--- src/rtl/raster_timing_regs.vh ---
// Register indices, control fields and reset values of the raster timing block
`ifndef RASTER_TIMING_REGS_VH
`define RASTER_TIMING_REGS_VH

// Register indices; byte address is four times the index
`define IDX_SCREEN_X_START 6'h01
`define IDX_SCREEN_Y_START 6'h02
`define IDX_SCREEN_X_END 6'h03
`define IDX_SCREEN_Y_END 6'h04
`define IDX_VERT_SYNC_WIDTH 6'h05
`define IDX_VERT_DELAY_FIRST 6'h06
`define IDX_VERT_DELAY_SECOND 6'h07
`define IDX_VERT_ACTIVE_LINES 6'h08
`define IDX_VERT_TOTAL_COUNT 6'h09
`define IDX_HORIZ_SYNC_WIDTH 6'h0A
`define IDX_HORIZ_SCAN_DELAY 6'h0B
`define IDX_HORIZ_ACTIVE_COUNT 6'h0C
`define IDX_HORIZ_TOTAL_COUNT 6'h0D
`define IDX_WINDOW_SCREEN_X_START 6'h0E
`define IDX_WINDOW_SCREEN_Y_START 6'h0F
`define IDX_WINDOW_SCREEN_X_END 6'h10
`define IDX_WINDOW_SCREEN_Y_END 6'h11
`define IDX_WINDOW_SOURCE_X 6'h12
`define IDX_WINDOW_SOURCE_Y 6'h13
`define IDX_CONTROL 6'h1C
`define IDX_STATUS 6'h1D

// Control register fields
`define CTRL_TIMING_ENABLE 0
`define CTRL_HORIZ_MASTER 1
`define CTRL_VERT_MASTER 2
`define CTRL_INTERLACED 3

// Status register fields
`define STAT_FRAME_RELOAD 0
`define STAT_RUNNING 1
`define STAT_SECOND_FIELD 2
`define STAT_VERT_BLANKING 3

// Reset values
`define RST_COORD 12'h000
`define RST_CONTROL 4'h6

// Coordinate width
`define COORD_W 12

`endif

--- src/rtl/pin_fall_detect.v ---
// Two-stage synchroniser with falling-edge pulse for an active-low pin
module pin_fall_detect (
  input wire mclk,
  input wire rst_n,
  input wire pin_n,
  output wire level_n,
  output wire fall
);

  reg meta;
  reg stable;
  reg prev;

  always @(posedge mclk) begin
    if (!rst_n) begin
      meta <= 1'b1;
      stable <= 1'b1;
      prev <= 1'b1;
    end else begin
      meta <= pin_n;
      stable <= meta;
      prev <= stable;
    end
  end

  assign level_n = stable;
  assign fall = prev & ~stable;

endmodule // pin_fall_detect

--- src/rtl/span_gen.v ---
// Sync and active-span decode of one raster counter
module span_gen #(
  parameter W = 10
) (
  input wire [W-1:0] cnt,
  input wire [W-1:0] sync_len,
  input wire [W-1:0] delay,
  input wire [W-1:0] active_len,
  output wire sync,
  output wire active
);

  wire [W-1:0] active_end;

  assign active_end = delay + active_len;
  // Sync may outlast the start of the active span (negative back porch)
  assign sync = cnt < sync_len;
  assign active = (cnt >= delay) && (cnt < active_end);

endmodule // span_gen

--- src/rtl/raster_timing.v ---
// Raster timing generator with screen and window coordinate registers
`include "raster_timing_regs.vh"

module raster_timing #(
  parameter PIX_SHIFT = 4
) (
  input wire mclk,
  input wire rst_n,
  input wire [7:0] adr_i,
  input wire [31:0] dat_i,
  input wire [3:0] sel_i,
  input wire we_i,
  input wire cyc_i,
  input wire stb_i,
  output reg [31:0] dat_o,
  output reg ack_o,
  input wire horiz_slave_reset_in_n,
  input wire vert_slave_reset_in_n,
  output reg horiz_sync,
  output reg vert_sync,
  output reg second_field,
  output reg frame_reload_irq,
  output reg fetch_valid,
  output reg [11:0] fetch_x,
  output reg [11:0] fetch_y
);

  ////////////////////////////////////////////////////////////////////////////
  // Register storage

  reg [11:0] screen_x_start;
  reg [11:0] screen_y_start;
  reg [11:0] screen_x_end;
  reg [11:0] screen_y_end;
  reg [11:0] window_screen_x_start;
  reg [11:0] window_screen_y_start;
  reg [11:0] window_screen_x_end;
  reg [11:0] window_screen_y_end;
  reg [11:0] window_source_x;
  reg [11:0] window_source_y;
  reg [7:0] horiz_sync_width;
  reg [6:0] horiz_scan_delay;
  reg [7:0] horiz_active_count;
  reg [8:0] horiz_total_count;
  reg [9:0] vert_sync_width;
  reg [9:0] vert_delay_first_field;
  reg [9:0] vert_delay_second_field;
  reg [10:0] vert_active_lines;
  reg [12:0] vert_total_count;
  reg [3:0] control;
  reg running;
  reg vert_blank;

  wire [5:0] idx;
  wire req;
  wire wr;
  reg [15:0] cur_val;
  reg readable;
  wire [15:0] wmerge;
  wire [31:0] next_dat;

  assign idx = adr_i[7:2];
  assign req = cyc_i & stb_i & ~ack_o;
  assign wr = req & we_i;

  // Current value of the addressed register, used for byte-lane merging
  always @* begin
    cur_val = 16'h0000;
    readable = 1'b1;
    case (idx)
      `IDX_SCREEN_X_START: cur_val = {4'h0, screen_x_start};
      `IDX_SCREEN_Y_START: cur_val = {4'h0, screen_y_start};
      `IDX_SCREEN_X_END: cur_val = {4'h0, screen_x_end};
      `IDX_SCREEN_Y_END: cur_val = {4'h0, screen_y_end};
      `IDX_WINDOW_SCREEN_X_START: cur_val = {4'h0, window_screen_x_start};
      `IDX_WINDOW_SCREEN_Y_START: cur_val = {4'h0, window_screen_y_start};
      `IDX_WINDOW_SCREEN_X_END: cur_val = {4'h0, window_screen_x_end};
      `IDX_WINDOW_SCREEN_Y_END: cur_val = {4'h0, window_screen_y_end};
      `IDX_WINDOW_SOURCE_X: cur_val = {4'h0, window_source_x};
      `IDX_WINDOW_SOURCE_Y: cur_val = {4'h0, window_source_y};
      `IDX_CONTROL: cur_val = {12'h000, control};
      `IDX_STATUS: cur_val = {12'h000, vert_blank, second_field, running, frame_reload_irq};
      `IDX_HORIZ_SYNC_WIDTH: begin
        cur_val = {8'h00, horiz_sync_width};
        readable = 1'b0;
      end
      `IDX_HORIZ_SCAN_DELAY: begin
        cur_val = {9'h000, horiz_scan_delay};
        readable = 1'b0;
      end
      `IDX_HORIZ_ACTIVE_COUNT: begin
        cur_val = {8'h00, horiz_active_count};
        readable = 1'b0;
      end
      `IDX_HORIZ_TOTAL_COUNT: begin
        cur_val = {7'h00, horiz_total_count};
        readable = 1'b0;
      end
      `IDX_VERT_SYNC_WIDTH: begin
        cur_val = {6'h00, vert_sync_width};
        readable = 1'b0;
      end
      `IDX_VERT_DELAY_FIRST: begin
        cur_val = {6'h00, vert_delay_first_field};
        readable = 1'b0;
      end
      `IDX_VERT_DELAY_SECOND: begin
        cur_val = {6'h00, vert_delay_second_field};
        readable = 1'b0;
      end
      `IDX_VERT_ACTIVE_LINES: begin
        cur_val = {5'h00, vert_active_lines};
        readable = 1'b0;
      end
      `IDX_VERT_TOTAL_COUNT: begin
        cur_val = {3'h0, vert_total_count};
        readable = 1'b0;
      end
      default: readable = 1'b0;
    endcase
  end

  assign wmerge = {sel_i[1] ? dat_i[15:8] : cur_val[15:8], sel_i[0] ? dat_i[7:0] : cur_val[7:0]};
  // Screen and window registers read back; timing registers read zero
  assign next_dat = readable ? {16'h0000, cur_val} : 32'h0000_0000;

  ////////////////////////////////////////////////////////////////////////////
  // Wishbone slave: one-cycle registered acknowledge for every address

  always @(posedge mclk) begin
    if (!rst_n) begin
      ack_o <= 1'b0;
      dat_o <= 32'h0000_0000;
    end else begin
      ack_o <= req;
      if (req) begin
        dat_o <= next_dat;
      end
    end
  end

  always @(posedge mclk) begin
    if (!rst_n) begin
      screen_x_start <= `RST_COORD;
      screen_y_start <= `RST_COORD;
      screen_x_end <= `RST_COORD;
      screen_y_end <= `RST_COORD;
      window_screen_x_start <= `RST_COORD;
      window_screen_y_start <= `RST_COORD;
      window_screen_x_end <= `RST_COORD;
      window_screen_y_end <= `RST_COORD;
      window_source_x <= `RST_COORD;
      window_source_y <= `RST_COORD;
      horiz_sync_width <= 8'h00;
      horiz_scan_delay <= 7'h00;
      horiz_active_count <= 8'h00;
      horiz_total_count <= 9'h000;
      vert_sync_width <= 10'h000;
      vert_delay_first_field <= 10'h000;
      vert_delay_second_field <= 10'h000;
      vert_active_lines <= 11'h000;
      vert_total_count <= 13'h0000;
      control <= `RST_CONTROL;
    end else if (wr) begin
      case (idx)
        `IDX_SCREEN_X_START: screen_x_start <= wmerge[11:0];
        `IDX_SCREEN_Y_START: screen_y_start <= wmerge[11:0];
        `IDX_SCREEN_X_END: screen_x_end <= wmerge[11:0];
        `IDX_SCREEN_Y_END: screen_y_end <= wmerge[11:0];
        `IDX_WINDOW_SCREEN_X_START: window_screen_x_start <= wmerge[11:0];
        `IDX_WINDOW_SCREEN_Y_START: window_screen_y_start <= wmerge[11:0];
        `IDX_WINDOW_SCREEN_X_END: window_screen_x_end <= wmerge[11:0];
        `IDX_WINDOW_SCREEN_Y_END: window_screen_y_end <= wmerge[11:0];
        `IDX_WINDOW_SOURCE_X: window_source_x <= wmerge[11:0];
        `IDX_WINDOW_SOURCE_Y: window_source_y <= wmerge[11:0];
        `IDX_HORIZ_SYNC_WIDTH: horiz_sync_width <= wmerge[7:0];
        `IDX_HORIZ_SCAN_DELAY: horiz_scan_delay <= wmerge[6:0];
        `IDX_HORIZ_ACTIVE_COUNT: horiz_active_count <= wmerge[7:0];
        `IDX_HORIZ_TOTAL_COUNT: horiz_total_count <= wmerge[8:0];
        `IDX_VERT_SYNC_WIDTH: vert_sync_width <= wmerge[9:0];
        `IDX_VERT_DELAY_FIRST: vert_delay_first_field <= wmerge[9:0];
        `IDX_VERT_DELAY_SECOND: vert_delay_second_field <= wmerge[9:0];
        `IDX_VERT_ACTIVE_LINES: vert_active_lines <= wmerge[10:0];
        `IDX_VERT_TOTAL_COUNT: vert_total_count <= wmerge[12:0];
        `IDX_CONTROL: control <= wmerge[3:0];
        default: control <= control;
      endcase
    end
  end

  ////////////////////////////////////////////////////////////////////////////
  // Slave reset pins

  wire hres_fall;
  wire vres_fall;

  pin_fall_detect u_hres (
    .mclk(mclk),
    .rst_n(rst_n),
    .pin_n(horiz_slave_reset_in_n),
    .level_n(),
    .fall(hres_fall)
  );

  pin_fall_detect u_vres (
    .mclk(mclk),
    .rst_n(rst_n),
    .pin_n(vert_slave_reset_in_n),
    .level_n(),
    .fall(vres_fall)
  );

  ////////////////////////////////////////////////////////////////////////////
  // Raster counters

  reg [8:0] hcnt;
  reg [8:0] line_len;
  reg [12:0] vcnt;
  wire h_master;
  wire v_master;
  wire interlaced;
  wire line_end;
  wire half_tick;
  wire frame_end;
  wire [8:0] master_last;
  wire [12:0] vert_last;

  assign h_master = control[`CTRL_HORIZ_MASTER];
  assign v_master = control[`CTRL_VERT_MASTER];
  assign interlaced = control[`CTRL_INTERLACED];
  assign master_last = horiz_total_count - 9'h001;
  assign vert_last = vert_total_count - 13'h0001;
  // Master wraps on its total, slave only on the external reset
  assign line_end = h_master ? (hcnt == master_last) : hres_fall;
  // Half-line points fall at line start and mid-line; tick one count early so halves are equal
  assign half_tick = running & (line_end
                     | (hcnt == ({1'b0, line_len[8:1]} - 9'h001)));
  assign frame_end = v_master ? (half_tick & (vcnt == vert_last)) : vres_fall;

  always @(posedge mclk) begin
    if (!rst_n) begin
      running <= 1'b0;
      hcnt <= 9'h000;
      vcnt <= 13'h0000;
      line_len <= 9'h000;
      second_field <= 1'b0;
    end else begin
      if (!running) begin
        running <= control[`CTRL_TIMING_ENABLE];
        hcnt <= 9'h000;
        vcnt <= 13'h0000;
        second_field <= 1'b0;
      end else begin
        // Horizontal counter counts video clocks, each holding 2^PIX_SHIFT pixels; vertical counter counts half-lines
        if (line_end) begin
          hcnt <= 9'h000;
        end else begin
          hcnt <= hcnt + 9'h001;
        end
        if (!h_master && hres_fall) begin
          line_len <= hcnt + 9'h001;
        end else if (h_master) begin
          line_len <= horiz_total_count;
        end
        if (frame_end) begin
          vcnt <= 13'h0000;
          second_field <= interlaced & ~second_field;
          // A cleared enable stops timing only at the end of the frame
          running <= control[`CTRL_TIMING_ENABLE];
        end else if (half_tick) begin
          vcnt <= vcnt + 13'h0001;
        end
      end
    end
  end

  ////////////////////////////////////////////////////////////////////////////
  // Sync and blanking decode

  wire h_sync_c;
  wire h_act_c;
  wire v_sync_c;
  wire v_act_c;
  wire [9:0] v_delay;
  reg horiz_blanking;

  // Second-field delay only used when interlaced
  assign v_delay = (interlaced && second_field) ? vert_delay_second_field
                                                : vert_delay_first_field;

  span_gen #(
    .W(10)
  ) u_hspan (
    .cnt({1'b0, hcnt}),
    .sync_len({2'b00, horiz_sync_width}),
    .delay({3'b000, horiz_scan_delay}),
    .active_len({2'b00, horiz_active_count}),
    .sync(h_sync_c),
    .active(h_act_c)
  );

  span_gen #(
    .W(14)
  ) u_vspan (
    .cnt({1'b0, vcnt}),
    .sync_len({4'h0, vert_sync_width}),
    .delay({4'h0, v_delay}),
    .active_len({2'b00, vert_active_lines, 1'b0}),
    .sync(v_sync_c),
    .active(v_act_c)
  );

  always @(posedge mclk) begin
    if (!rst_n) begin
      horiz_sync <= 1'b0;
      vert_sync <= 1'b0;
      horiz_blanking <= 1'b1;
      vert_blank <= 1'b1;
    end else begin
      horiz_sync <= running & h_sync_c;
      vert_sync <= running & v_sync_c;
      horiz_blanking <= ~(running & h_act_c);
      vert_blank <= ~(running & v_act_c);
    end
  end

  ////////////////////////////////////////////////////////////////////////////
  // Per-frame copy of screen and window registers

  wire [119:0] shadow;
  reg [119:0] live;
  wire [11:0] l_sxs;
  wire [11:0] l_sys;
  wire [11:0] l_sxe;
  wire [11:0] l_sye;
  wire [11:0] l_wxs;
  wire [11:0] l_wys;
  wire [11:0] l_wxe;
  wire [11:0] l_wye;
  wire [11:0] l_rx;
  wire [11:0] l_ry;

  assign shadow = {screen_x_start, screen_y_start, screen_x_end, screen_y_end,
                   window_screen_x_start, window_screen_y_start, window_screen_x_end,
                   window_screen_y_end, window_source_x, window_source_y};
  assign {l_sxs, l_sys, l_sxe, l_sye, l_wxs, l_wys, l_wxe, l_wye, l_rx, l_ry} = live;

  always @(posedge mclk) begin
    if (!rst_n) begin
      live <= 120'h0;
      frame_reload_irq <= 1'b0;
    end else begin
      if (frame_end | ~running) begin
        live <= shadow;
      end
      // Set wins over a same-cycle write-one clear
      if (running & frame_end) begin
        frame_reload_irq <= 1'b1;
      end else if (wr && idx == `IDX_STATUS && sel_i[0] && dat_i[`STAT_FRAME_RELOAD]) begin
        frame_reload_irq <= 1'b0;
      end
    end
  end

  ////////////////////////////////////////////////////////////////////////////
  // Display memory fetch address

  wire [8:0] hpos;
  wire [12:0] vpos;
  wire [11:0] xpix;
  wire [11:0] ypix;
  wire in_screen;
  wire in_window;

  assign hpos = hcnt - {2'b00, horiz_scan_delay};
  assign vpos = vcnt - {3'b000, v_delay};
  assign xpix = l_sxs + ({3'b000, hpos} << PIX_SHIFT);
  assign ypix = l_sys + vpos[12:1];
  // End pair is exclusive in both axes
  assign in_screen = (xpix < l_sxe) && (ypix < l_sye);
  // Window extent comes from apparent corners only
  assign in_window = (xpix >= l_wxs) && (xpix < l_wxe)
                     && (ypix >= l_wys) && (ypix < l_wye);

  always @(posedge mclk) begin
    if (!rst_n) begin
      fetch_valid <= 1'b0;
      fetch_x <= 12'h000;
      fetch_y <= 12'h000;
    end else begin
      fetch_valid <= running & h_act_c & v_act_c & in_screen;
      if (in_window) begin
        fetch_x <= l_rx + (xpix - l_wxs);
        fetch_y <= l_ry + (ypix - l_wys);
      end else begin
        fetch_x <= xpix;
        fetch_y <= ypix;
      end
    end
  end

endmodule // raster_timing

--- config.mk ---
export PLATFORM = sky130hd
export DESIGN_NAME = raster_timing
export DESIGN_NICKNAME = d
export VERILOG_FILES = /design/src/rtl/pin_fall_detect.v /design/src/rtl/span_gen.v /design/src/rtl/raster_timing.v
export VERILOG_INCLUDE_DIRS = /design/src /design/src/rtl
export SDC_FILE = /design/constraint.sdc
export NUM_CORES = 1
export LEC_CHECK = 0
export BUFFER_PORTS_ARGS = -buffer_cell sky130_fd_sc_hd__buf_2
export CAP_MARGIN = 5
export CELL_PAD_IN_SITES_DETAIL_PLACEMENT = 0
export CELL_PAD_IN_SITES_GLOBAL_PLACEMENT = 1
export CORE_MARGIN = 1
export CORE_UTILIZATION = 50
export DETAILED_ROUTE_END_ITERATION = 16
export PLACE_DENSITY_LB_ADDON = 0.1
export SLEW_MARGIN = 10
export SYNTH_ARGS = -nofsm -noshare
export SYNTH_HDL_FRONTEND = slang
export SYNTH_SLANG_ARGS = --single-unit
--- constraint.sdc ---
create_clock -name mclk -period 8.61 [get_ports mclk]
set_input_delay 0.861 -clock mclk [delete_from_list [all_inputs] [get_ports mclk]]
set_output_delay 0.861 -clock mclk [all_outputs]
set_load 0.01 [all_outputs]
* After elaboration in Yosys (flattened, before gate mapping)
Index checks and enable logic that the tools add are counted.
** Word-level totals
- Output and inout port bits :: 62
- Register bits after elaboration :: 431
- Word-level logic and storage cells :: 171
- Input bits :: 51
** Cells by class
- $lt $le $gt $ge :: 12
- Add/subtract/negate cells :: 15
- Muxes and demuxes :: 16
- Reductions and logical operators :: 39
- Bitwise operators :: 24
- Equal/unequal tests :: 24
** Operator list (count)
- one-hot mux 13 bit (21 select lines) :: 1
- adder 12 bit :: 4
- equality test 6 x 4 -> 1 bit, second input constant :: 8
- < comparator 12 bit :: 4
- AND reduction 2 bit :: 22
- equality test 6 x 5 -> 1 bit, second input constant :: 6
- equality test 6 x 3 -> 1 bit, second input constant :: 4
- greater-or-equal comparator 12 bit :: 2
- two-way mux 12 bit :: 2
- subtractor 12 bit :: 2
- equality test 9 bit :: 2
- two-way mux 9 bit :: 2
- two-way mux 16 bit :: 1
- AND 1 bit :: 15
- < comparator 13 x 14 -> 1 bit :: 1
- adder 10 x 12 -> 13 bit :: 1
- adder 13 x 1 -> 13 bit, second input constant :: 1
- equality test 13 bit :: 1
- greater-or-equal comparator 13 x 10 -> 1 bit :: 1
- < comparator 13 x 10 -> 1 bit :: 1
- subtractor 13 x 1 -> 13 bit, second input constant :: 1
- subtractor 13 x 10 -> 13 bit :: 1
- equality test 6 x 2 -> 1 bit, second input constant :: 2
- OR reduction 12 bit :: 1
- other kinds (19) :: 44

* Logic depth before layout (Yosys ltp)
- Word-level depth :: 9
- Gate-level depth with buffers :: 26
- Mapped depth without buffers :: 26

* By module
Synthesis repeated with hierarchy kept, for this count alone.
** Unflattened totals
- Cells, all modules :: 3135
- Area, all modules :: 25119.1 µm²
** By module, submodules not included
- raster_timing :: cells each 2787, seq. area each 8107.8 µm², area an instance 22303.9 µm², times used 1
- span_gen at u_vspan :: cells each 202, seq. area each 0.0 µm², area an instance 1595.3 µm², times used 1
- span_gen at u_hspan :: cells each 132, seq. area each 0.0 µm², area an instance 1049.8 µm², times used 1
- pin_fall_detect :: cells each 7, seq. area each 60.1 µm², area an instance 85.1 µm², times used 2

* Least setup slack after synthesis
No wires, ideal clock.
- Kind :: reg2reg
- Start :: register second_field
- End :: register fetch_x[5]
- Stages on the path, launching flop included :: 25
- Arrival time :: 5643 ps
- Buffers on the path :: 1
- Data required time :: 8482 ps
- Library setup time :: 128 ps
- Slack :: 2839 ps
- Period minus slack after synthesis :: 5771 ps
- Cells stage by stage :: dfxtp_1 -> nand2_1 -> mux2_2 -> inv_1 -> ha_1 -> a21oi_1 -> o21bai_1 -> a2111oi_0 -> nor3_1 -> a21o_1 -> xor2_1 -> ha_1 -> a2111oi_0 -> o21ai_0 -> nand2_1 -> xnor2_1 -> ha_1 -> a2111oi_0 -> nor2_1 -> or3_1 -> a311o_1 -> o221ai_2 -> buf_2 -> mux2i_1 -> nor2_1
** Between the ends
- Longest elaborated chain between the ends :: 8
- Elaborated cells between the ends (all ways) :: 9
- Classes of those cells :: add/sub (2); order compare (2); mux (2); reduce/logical (3)
** Ends and longest elaborated chain
- from (decl) :: line raster_timing.v:21 : output reg second_field,
- from (signal assigned) :: line raster_timing.v:267 : second_field <= interlaced & ~second_field;
- logical AND 1 bit * :: line raster_timing.v:288 : assign v_delay = (interlaced && second_field) ? vert_delay_second_field
- two-way mux 10 bit * :: line raster_timing.v:288
- subtractor 13 x 10 -> 13 bit * :: line raster_timing.v:376 : assign vpos = vcnt - {3'b000, v_delay};
- adder 12 bit * :: line raster_timing.v:378 : assign ypix = l_sys + vpos[12:1];
- greater-or-equal comparator 12 bit :: line raster_timing.v:383 : && (ypix >= l_wys) && (ypix < l_wye);
- logical AND 1 bit :: line raster_timing.v:383
- logical AND 1 bit * :: line raster_timing.v:383
- two-way mux 12 bit * :: line raster_timing.v:392 : if (in_window) begin
- to (signal assigned) :: line raster_timing.v:393 : fetch_x <= l_rx + (xpix - l_wxs);
- to (signal assigned) :: line raster_timing.v:396 : fetch_x <= xpix;
- to (decl) :: line raster_timing.v:24 : output reg [11:0] fetch_x,
Every way passes the cells marked *; elsewhere a longest branch is shown, timed or not.
A chain may end at the register's enable or synchronous reset.

* Final worst setup path
- Start :: register second_field
- End :: register fetch_x[11]
Same word-level chain as after synthesis.

==> results.md <==
- Initial antenna violation count: 1
- Setup crit end kind: flop
- Worst vdd ir: 0.137 mV
- Static Leak: 10.7 nW
- Slew Viols, Final: 0
- Met2 GRT Util: 51.2%
- Cell Area, Synth: 23400 sq um
- Worst r2r src: second_field
- CTS tree: done
- WS Path Type: flop to flop
- Sequential-to-total area share from yosys stat: roughly a third
- Hold-critical path endpoint: u_hres.level_n
- Clock sinks: 411
- Actual slew at the worst max-slew pin: approximately 1.2 ns
- Initial Utilization: 51.1%
- Core box area: between 40000 and 50000 sq um
- GRT Overall Usage: 32.6%
- Multi-input combinational cell area: 13800 sq um
- Fraction of layout cells with a size suffix above 1: 8.23%
- Clk_lat worst skew: 0.60 ns
- Worst EP arrival: 7.91 ns
- Synth cell count leaders: nand2_1, dfxtp_1, a21oi_1
- Postcts setup bufs: 0
- Register Area: between 8000 and 9000 sq um
- Largest area contributor in the netlist: dfxtp_1
- Final Hold Viols: 0
- Final period util: 86.0%
- Routed Antenna Nets: 0
- Hold-fix buffers at CTS: 0
- H-tree depth: 2
- N_diodes: 0
- Routability cong.: 0.947
- CTS root buf: clkbuf_16
- # port buffers: 70
- Unique masters post-synth: 79
- RR Endpoint: fetch_x[11]
- P&R area growth vs syn: 9.57%
- Hold depth: 1
- Status: finished clean
- Setup violators final: 0
- Primary FF master, synth: dfxtp_1
- PostCTS Resize Cnt: 0
- CP max FO: 27
- Vias in the first global route: 19000
- Router iterations before antenna repair: 6
- Synth area leaders: dfxtp_1, ha_1, nand2_1
- Vias per cell: 5.89
- Routed wire length: 78300 microns
- First-pass GRT wire length: 117000 microns
- Detailed Place HPWL: 57000 microns
- #FFs+latches synth: 411
- Min-delay src: u_hres.meta
- R2R cell count: 25
- Worst-case clock skew: 0.0249 ns
- Clock buffer depth: 3
- Synth warn: 0
- # DRC: 0
- WP data required: 9.12 ns
- Reg clk slew, reported paths: 0.06 ns
- Fillers: 4202
- Max_cap viols: 0
- Chip width: 218 microns
- Async S/R FF share, synth: 0%
- 1st-iter DRT viols: 1913
- Met3 GRT Util: approximately 4.6%
- Post-synth EDFFs: 0
- Largest net degree at the start of global routing: 129
- Top-count cell post-synth: nand2_1
- Startpoint types: flop
- Congestion Overflow GR: 0
- Std cell rows: 78
- Slew margin rel.: about a fifth
- R2r setup slk: roughly 1.2 ns
- RSZ-0062 raised after global routing: no
- Post-layout nets: 3091
- Mean area per synthesized cell: around 8.2 sq um
- Wirelength per Cell: 22.6 microns
- Fmax: 135 MHz
- Type of the worst min-delay path: flop to flop
- Final worst path period need: 7.40 ns
- Number of buffers created by CTS: 48
- Global routing's busiest layer: met2
- Setup tns final: 0 ns
- Area of the die: 47600 sq um
- Power Density: ~160 nW/um^2
- Global-route met1 utilization: between 40 and 50%
- I/O pins: 113
- Finished Core Util: between 50% and 60%
- Cells after Synth: between 2000 and 3000
- Area share of the largest cell type after synthesis: a little over a third
- Chip Height: 218 microns
- DR vias: ~20000
critical path, cell delays in order, from the launching register on:
cell and delay (ns):
dfxtp_1 0.34, nand2_1 0.44, mux2_2 0.45, inv_1 0.12, ha_1 0.27, a21oi_1 0.14, o21bai_1 0.12, a2111oi_0 0.45
nor3_1 0.15, a21o_1 0.21, xor2_1 0.15, ha_1 0.20, a2111oi_0 0.44, o21ai_0 0.25, a41oi_1 0.37, o21bai_1 0.13
a21oi_1 0.19, xnor2_1 0.27, ha_1 0.35, a211oi_1 0.22, nand4_1 0.11, a21oi_1 0.56, o221ai_4 0.51, buf_4 0.36
or3_1 0.35, a21oi_1 0.14
stage by stage:
step	hold slack, ns	power, mW	worst slack, ns	area (sq um)	cells
finish	0.404	4.11	1.21	25600	3469
detailed placement	0.392	2.08	1.39	24000	3381
floorplan	0.386	2.04	2.84	23500	2861
global route	0.422	4.22	0.753	25600	3469
global placement	0.388	2.08	1.44	24000	3381
CTS	0.406	4.13	1.36	25600	3469
where the power goes:
group / internal (mW) / total (mW) / switching [mW]
Combinational: 0.0277 / 0.135 / 0.107
Clock: 1.22 / 2.07 / 0.852
Sequential: 1.90 / 1.91 / 0.00162
Total: 3.15 / 4.11 / 0.961
final cells by class:
type | count | share of cell area [%]
clock buffer | 68 | 5.45
multi-input combinational | 2085 | 53.7
tap | 600 | 2.93
clock inverter | 20 | 0.820
sequential | 411 | 32.1
inverter | 185 | 2.74
timing repair buffer | 100 | 2.25
sequential cells by signal (all words and copies together), names as in the netlist, 9 cells and up:
signal,cells
vert_delay_second_field,10
window_source_y,12
vcnt,13
dat_o,13
window_screen_x_end,12
live,120
window_screen_y_start,12
screen_y_end,12
vert_total_count,13
window_source_x,12
window_screen_y_end,12
vert_sync_width,10
vert_active_lines,11
vert_delay_first_field,10
hcnt,9
fetch_y,12
horiz_total_count,9
fetch_x,12
screen_x_start,12
screen_x_end,12
window_screen_x_start,12
screen_y_start,12
how the worst max path moves through the flow:
| stage | startpoint | to | cells after the start |
|---|---|---|---|
| 4_1_cts | second_field | fetch_x[5] | 25 |
| 2_1_floorplan | second_field | fetch_x[5] | 24 |
| 3_3_place_gp | second_field | fetch_x[5] | 25 |
| 5_1_grt | control[3] | fetch_x[11] | 25 |
| 3_5_place_dp | second_field | fetch_x[5] | 25 |
| 6_report | second_field | fetch_x[11] | 25 |
cell usage in the layout, fill, tap and decap left out, drive strengths merged, types with 6 or more instances in the layout:
master   synthesis  layout
o21a             9       9
a21oi          276     276
or4              6       6
nor2b           24      24
nand3           45      45
or2              6       6
fa              28      28
dfxtp          411     411
nand2          455     455
xor2            59      59
nand4           22      22
ha             181     181
o21ai           62      62
o22ai            8       8
nor2           265     265
and3            22      22
o21bai          11      11
a222oi          11      11
a22o            11      11
buf             49     100
mux2            23      23
nor3            45      45
o211ai           9       9
a211oi          15      15
conb             1      19
a21o            32      32
a22oi           56      56
inv            185     186
xnor2           59      59
a31oi           11      11
a221oi          20      20
clkbuf         131      68
nor4            12      12
mux2i          154     154
a2111oi         11      11
nand2b          35      35
clkinv           0      11
or3             10      10
o31ai           12      12
kinds of logic after synthesis:
kind of cell	count (synthesis)	synth area share (%)
simple gates	971	18.1
compound gates	588	15.8
flops	411	35.2
buf+inv	365	6.51
fa+ha+maj	212	12.2
mux	177	7.70
xor+xnor	118	4.42
other cells	1	0.0160
layer usage:
layer	up-vias	share of wire [%]	routed length, microns
met5	-	0	0
met4	0	5.0	3910
met3	179	6.9	5430
met2	788	44	34700
met1	9732	44	34300
li1	9729	-	-
(Power assumes the default switching activity.)
